--- src/dwl_pkg.sv ---
// Functional notes
// [RULE_01] power-up presets both wipers to midscale
// [RULE_02] midscale preset value is 0x80
// [RULE_03] link is data, chip select, clock only
// [RULE_04] host sends nine bits, msb first
// [RULE_05] shift data on rising clock while selected
// [RULE_06] host drives clean glitch-free serial clock
// [RULE_07] chip select rising copies word to wiper
// [RULE_08] extra bits: keep only last nine
// [RULE_09] bit 8 channel, bits 7..0 data
// [RULE_10] channel bit 0 first wiper, 1 second
// [RULE_11] each wiper holds unsigned 8-bit code
package dwl_pkg;
  localparam int WORD_BITS      = 9;
  localparam int CODE_BITS      = 8;
  localparam int CHAN_BIT_POS   = 8;
  localparam int CHANNELS       = 2;
  localparam logic [7:0] WIPER_RESET = 8'h80;
  localparam int MCLK_HZ        = 50000000;
  localparam int SCLK_PERIOD_NS = 160;
  localparam int SCLK_HALF_CYC  = (SCLK_PERIOD_NS * (MCLK_HZ / 1000000)) / 2000;
  localparam logic [3:0] HALF_CNT_MAX = 4'(SCLK_HALF_CYC - 1);
  localparam logic [3:0] BIT_CNT_INIT = 4'(WORD_BITS - 1);
  typedef enum logic [1:0] {
    DWL_IDLE = 2'h0,
    DWL_LOW  = 2'h1,
    DWL_HIGH = 2'h3,
    DWL_DONE = 2'h2
  } dwl_state_t;
endpackage

--- src/dwl_if.sv ---
`timescale 1ns/100ps
`default_nettype none
interface dwl_if;
  logic serial_data_in;
  logic cs_n;
  logic sclk;
  modport host (output serial_data_in, output cs_n, output sclk);
  modport dev  (input serial_data_in, input cs_n, input sclk);
endinterface
`default_nettype wire

--- src/dwl_dev.sv ---
`timescale 1ns/100ps
`default_nettype none
module dwl_dev (
  input  wire logic                 mclk,
  input  wire logic                 reset_n,
  dwl_if.dev                        link,
  output logic [7:0]                wiper_code_a,
  output logic [7:0]                wiper_code_b,
  output logic                      load_pulse
);
  import dwl_pkg::*;
  logic [2:0] sync1_reg;
  logic [2:0] sync2_reg;
  logic [2:0] prev_reg;
  logic [8:0] shift_reg;
  logic [7:0] wiper_code_register [CHANNELS];
  logic       load_reg;
  wire        sclk_s = sync2_reg[0];
  wire        cs_n_s = sync2_reg[1];
  wire        sdi_s  = sync2_reg[2];
  wire        sclk_rise = sclk_s & ~prev_reg[0];
  wire        cs_rise   = cs_n_s & ~prev_reg[1];
  wire        channel_select_bit = shift_reg[CHAN_BIT_POS]; // RULE_09
  wire [7:0]  wiper_data_bits    = shift_reg[CODE_BITS-1:0];
  assign wiper_code_a = wiper_code_register[0]; // RULE_11
  assign wiper_code_b = wiper_code_register[1];
  assign load_pulse   = load_reg;
  // two-flop sync on all pins; the slow link clock makes the added latency harmless
  always_ff @(posedge mclk or negedge reset_n) begin
    if (!reset_n) begin
      // idle pin levels: deselected, clock low, so no false edge follows reset
      sync1_reg <= 3'h2;
      sync2_reg <= 3'h2;
      prev_reg  <= 3'h2;
    end else begin
      sync1_reg <= {link.serial_data_in, link.cs_n, link.sclk};
      sync2_reg <= sync1_reg;
      prev_reg  <= sync2_reg;
    end
  end
  always_ff @(posedge mclk or negedge reset_n) begin
    if (!reset_n) begin
      shift_reg <= 9'h000;
    end else if (sclk_rise && !cs_n_s) begin
      shift_reg <= {shift_reg[7:0], sdi_s}; // RULE_05 RULE_08
    end
  end
  genvar ch;
  generate
    for (ch = 0; ch < CHANNELS; ch++) begin : g_ch
      always_ff @(posedge mclk or negedge reset_n) begin
        if (!reset_n) begin
          wiper_code_register[ch] <= WIPER_RESET; // RULE_01 RULE_02
        end else if (cs_rise && (channel_select_bit == ch[0])) begin
          wiper_code_register[ch] <= wiper_data_bits; // RULE_07 RULE_10
        end
      end
    end
  endgenerate
  always_ff @(posedge mclk or negedge reset_n) begin
    if (!reset_n) begin
      load_reg <= 1'b0;
    end else begin
      load_reg <= cs_rise;
    end
  end
endmodule
`default_nettype wire

--- src/flat_wrapper.sv ---
// flat-port wrapper written by rule: the top's interface ports become plain ports
module dwl_dev_flat import dwl_pkg::*;
  (mclk, reset_n, wiper_code_a, wiper_code_b, load_pulse, link_serial_data_in, link_cs_n, link_sclk);
  dwl_if link_i ();
  input  wire logic mclk;
  input  wire logic reset_n;
  output logic [7:0] wiper_code_a;
  output logic [7:0] wiper_code_b;
  output logic load_pulse;
  input wire logic [$bits(link_i.serial_data_in)-1:0] link_serial_data_in;
  input wire logic [$bits(link_i.cs_n)-1:0] link_cs_n;
  input wire logic [$bits(link_i.sclk)-1:0] link_sclk;
  assign link_i.serial_data_in = link_serial_data_in;
  assign link_i.cs_n = link_cs_n;
  assign link_i.sclk = link_sclk;
  dwl_dev u_core (.mclk(mclk), .reset_n(reset_n), .link(link_i), .wiper_code_a(wiper_code_a), .wiper_code_b(wiper_code_b), .load_pulse(load_pulse));
endmodule
--- config.mk ---
export PLATFORM = sky130hd
export DESIGN_NAME = dwl_dev_flat
export DESIGN_NICKNAME = d
export VERILOG_FILES = /design/src/dwl_pkg.sv /design/src/dwl_if.sv /design/src/dwl_dev.sv /design/src/flat_wrapper.sv
export SDC_FILE = /design/constraint.sdc
export NUM_CORES = 1
export LEC_CHECK = 0
export BUFFER_PORTS_ARGS = -buffer_cell sky130_fd_sc_hd__buf_2
export CORE_ASPECT_RATIO = 0.6
export CORE_MARGIN = 2
export CORE_UTILIZATION = 50
export CTS_BUF_LIST = sky130_fd_sc_hd__clkbuf_2
export DETAILED_ROUTE_END_ITERATION = 16
export PLACE_DENSITY = 0.76
export SYNTH_ARGS = -nofsm -noshare
export SYNTH_HDL_FRONTEND = slang
export SYNTH_SLANG_ARGS = --single-unit
--- constraint.sdc ---
create_clock -name mclk -period 1.4 [get_ports mclk]
set_clock_uncertainty 0.15 [all_clocks]
set_input_delay 0.35 -clock mclk [delete_from_list [all_inputs] [get_ports mclk]]
set_output_delay 0.35 -clock mclk [all_outputs]
set_load 0.05 [all_outputs]
==> key figures <==
Global routing
  • Largest net degree at the start of global routing: 35
  • First-pass GRT wire length: 3.705 mm
  • Tot GR Track Use: 19.34%
  • Initial antenna violation count: 0
  • Vias in the first global route: 751
  • Global route overflow: 0

Clock tree
  • CTS Buffer Depth: 2
  • Total CTS buffers: 5
  • Clock Tree Root: clkbuf_2
  • CTS tree: built
  • Clock Latency Late Sink: 0.37 ns
  • Clock transition at the registers of the reported paths: 0.15 ns
  • H-tree depth: 2
  • CTS Sinks: 34

Setup path
  • Worst setup path class: reg2reg
  • Worst Path Max Fanout: 8
  • CP startpoint kind: register
  • Required @ worst endpoint: 1.51 ns
  • Crit path arrival time: 1.68 ns
  • CP Capture Type: register

Synth
  • Register area share after synthesis: 72.18%
  • Avg Synthesized Cell Area: 18.55 sq um
  • Cells after Synth: 64
  • Synth top area cells: dfrtp_1 (61%), mux2_2 (24%), dfstp_2 (11%)
  • Synth Register Bits: 34
  • Synth Warn #: 0
  • Post-Synthesis Cell Area: 1187 sq um
  • Library cells used by synthesis: 8
  • Share of the synthesized area in the top cell type: 61.12%
  • Mapped Nets: 69
  • Cell taking the most area after synthesis: dfrtp_1

Timing
  • Worst slew margin: 83.09%
  • Minimum clock period: 1.577 ns
  • Final number of setup-violating endpoints: 42
  • Worst setup margin: -0.1773 ns
  • Setup TNS: -3.109 ns
  • Achievable Freq: 634.0 MHz
  • Period Utilization, post-route: 112.7%
  • Tightest Pin Transition: 0.2534 ns
  • Hold WS: 0.2235 ns
  • RSZ-0062 raised after global routing: true
  • Max-slew violations: 0
  • Final hold vios: 0

Finish
  • Commonest cells after routing, fill and taps aside: dfrtp_1 (29), mux2_4 (24), buf_6 (18)
  • Post-Layout Inst Area: 1784 sq um
  • Non-Filler Instances: 142
  • Max reg flops: 9
  • Nets@finish: 116
  • Synth-to-layout area growth: 50.26%
  • Share of layout cells above drive strength 1: 68.75%
  • Commonest non-fill, non-tap cell in the layout: dfrtp_1
  • Antenna diodes: 0

Route
  • DRT iter0 DRCs: 32
  • # DRC: 0
  • First-pass iteration count of the detailed router: 2
  • Antenna Nets Post-Route: 0
  • Final WL: 2.464 mm
  • Post-DR wirelength/cell: 17.35 um
  • Vias per Instance: 4.930
  • Total number of vias: 700

Status
  • Status: finished with violations
  • Failing checks: setup timing

Worst hold path
  • Min-Delay Path Class: reg2reg

Placed design
  • Area after DPL: 1373 sq um
  • Placed insts: 117
  • Gpl congestion: 0.6934
  • # port buffers: 21

Floorplan
  • Die H: 41.75 um
  • Row cnt: 13
  • I/O pin cnt: 22
  • Die extent in x: 66.91 um
  • Initial core utilization: 53.68%
  • Total die area: 2793 sq um
  • Core ar.: 2212 sq um

Power and ir drop
  • Maximum vdd drop: 0.001258 V
  • Lkg Pwr: 0.9108 nW
  • Pwr Density: 1983 nW/um^2
  • Pwr Total: 3.538 mW

Job
  • Max Cap Viol: 0
worst max-delay path, stage by stage (launching register included):
cell     delay, ns
dfstp_2       0.61
nor3b_4       0.24
buf_12        0.17
mux2_4        0.30
area by class of cell:
class | instances | area (sq um)
Clock buffer | 6 | 30.03
Clock inverter | 2 | 8.758
Fill cell | 123 | 427.9
Multi-Input combinational cell | 29 | 435.4
Sequential cell | 34 | 857.1
Tap cell | 30 | 37.54
Timing Repair Buffer | 41 | 415.4
routing by layer:
layer | routed length, um | vias to the layer above | track usage (%)
li1 | - | 318 | -
met1 | 1222 | 360 | 24.63
met2 | 1133 | 20 | 28.80
met3 | 94 | 2 | 10.30
met4 | 13 | 0 | 5.714
met5 | 0 | - | 0
report_power, final:
part           internal, mW  leakage [nW]  total, mW  switching, mW
combinational         0.814         0.460       1.59          0.773
sequential             1.26         0.421       1.52          0.263
clock                 0.123        0.0304      0.432          0.309
total                  2.19         0.911       3.54           1.34
cell families (layout without fill, tap and decap cells):
group	Yosys count	after routing	synth area share [%]
AND/OR/NAND/NOR	4	4	3.689
multiplexers	25	25	23.71
buffers and inverters	1	49	0.4211
flip-flops	34	34	72.18
final timing paths:
kind	from	end	slack [ns]	cells past startpoint
setup / recovery	u_core.sync2_reg[1]$_DFF_PN1_	u_core.wiper_code_a[1]$_DFFE_PN0P_	-0.18	3
hold / removal	u_core.sync1_reg[2]$_DFF_PN0_	u_core.sync2_reg[2]$_DFF_PN0_	0.22	0
setup reg to reg	u_core.sync2_reg[1]$_DFF_PN1_	u_core.wiper_code_a[1]$_DFFE_PN0P_	-0.18	3
hold reg to reg	u_core.sync1_reg[2]$_DFF_PN0_	u_core.sync2_reg[2]$_DFF_PN0_	0.22	0
max in group asynchronous	reset_n	u_core.wiper_code_a[7]$_DFFE_PN1P_	0.56	3
min in group asynchronous	reset_n	u_core.wiper_code_a[6]$_DFFE_PN0P_	0.29	3
metrics by stage:
stage	setup WS [ns]	util, %
after detailed placement	-0.1558	62.05
after global routing	-0.2217	80.66
after floorplan	-0.1188	-
after global placement	-0.1064	62.05
final	-0.1773	80.66
after CTS	-0.1788	76.81
cells in the mapped netlist, drive strengths merged:
master	number
dfrtp	29
mux2	25
dfstp	5
nor3b	2
buf	1
nand3b	1
nor2b	1
repair_timing:
action                                  4_1_cts  5_1_grt
hold buffers                                  4        0
buffers inserted                              5        7
endpoints found under the setup margin       42       42
hold endpoints to repair                     37        0
cloned                                        1        0
pin swaps                                     1        1
gates resized for setup                      60        8
Power figures use the tool's default switching activity.
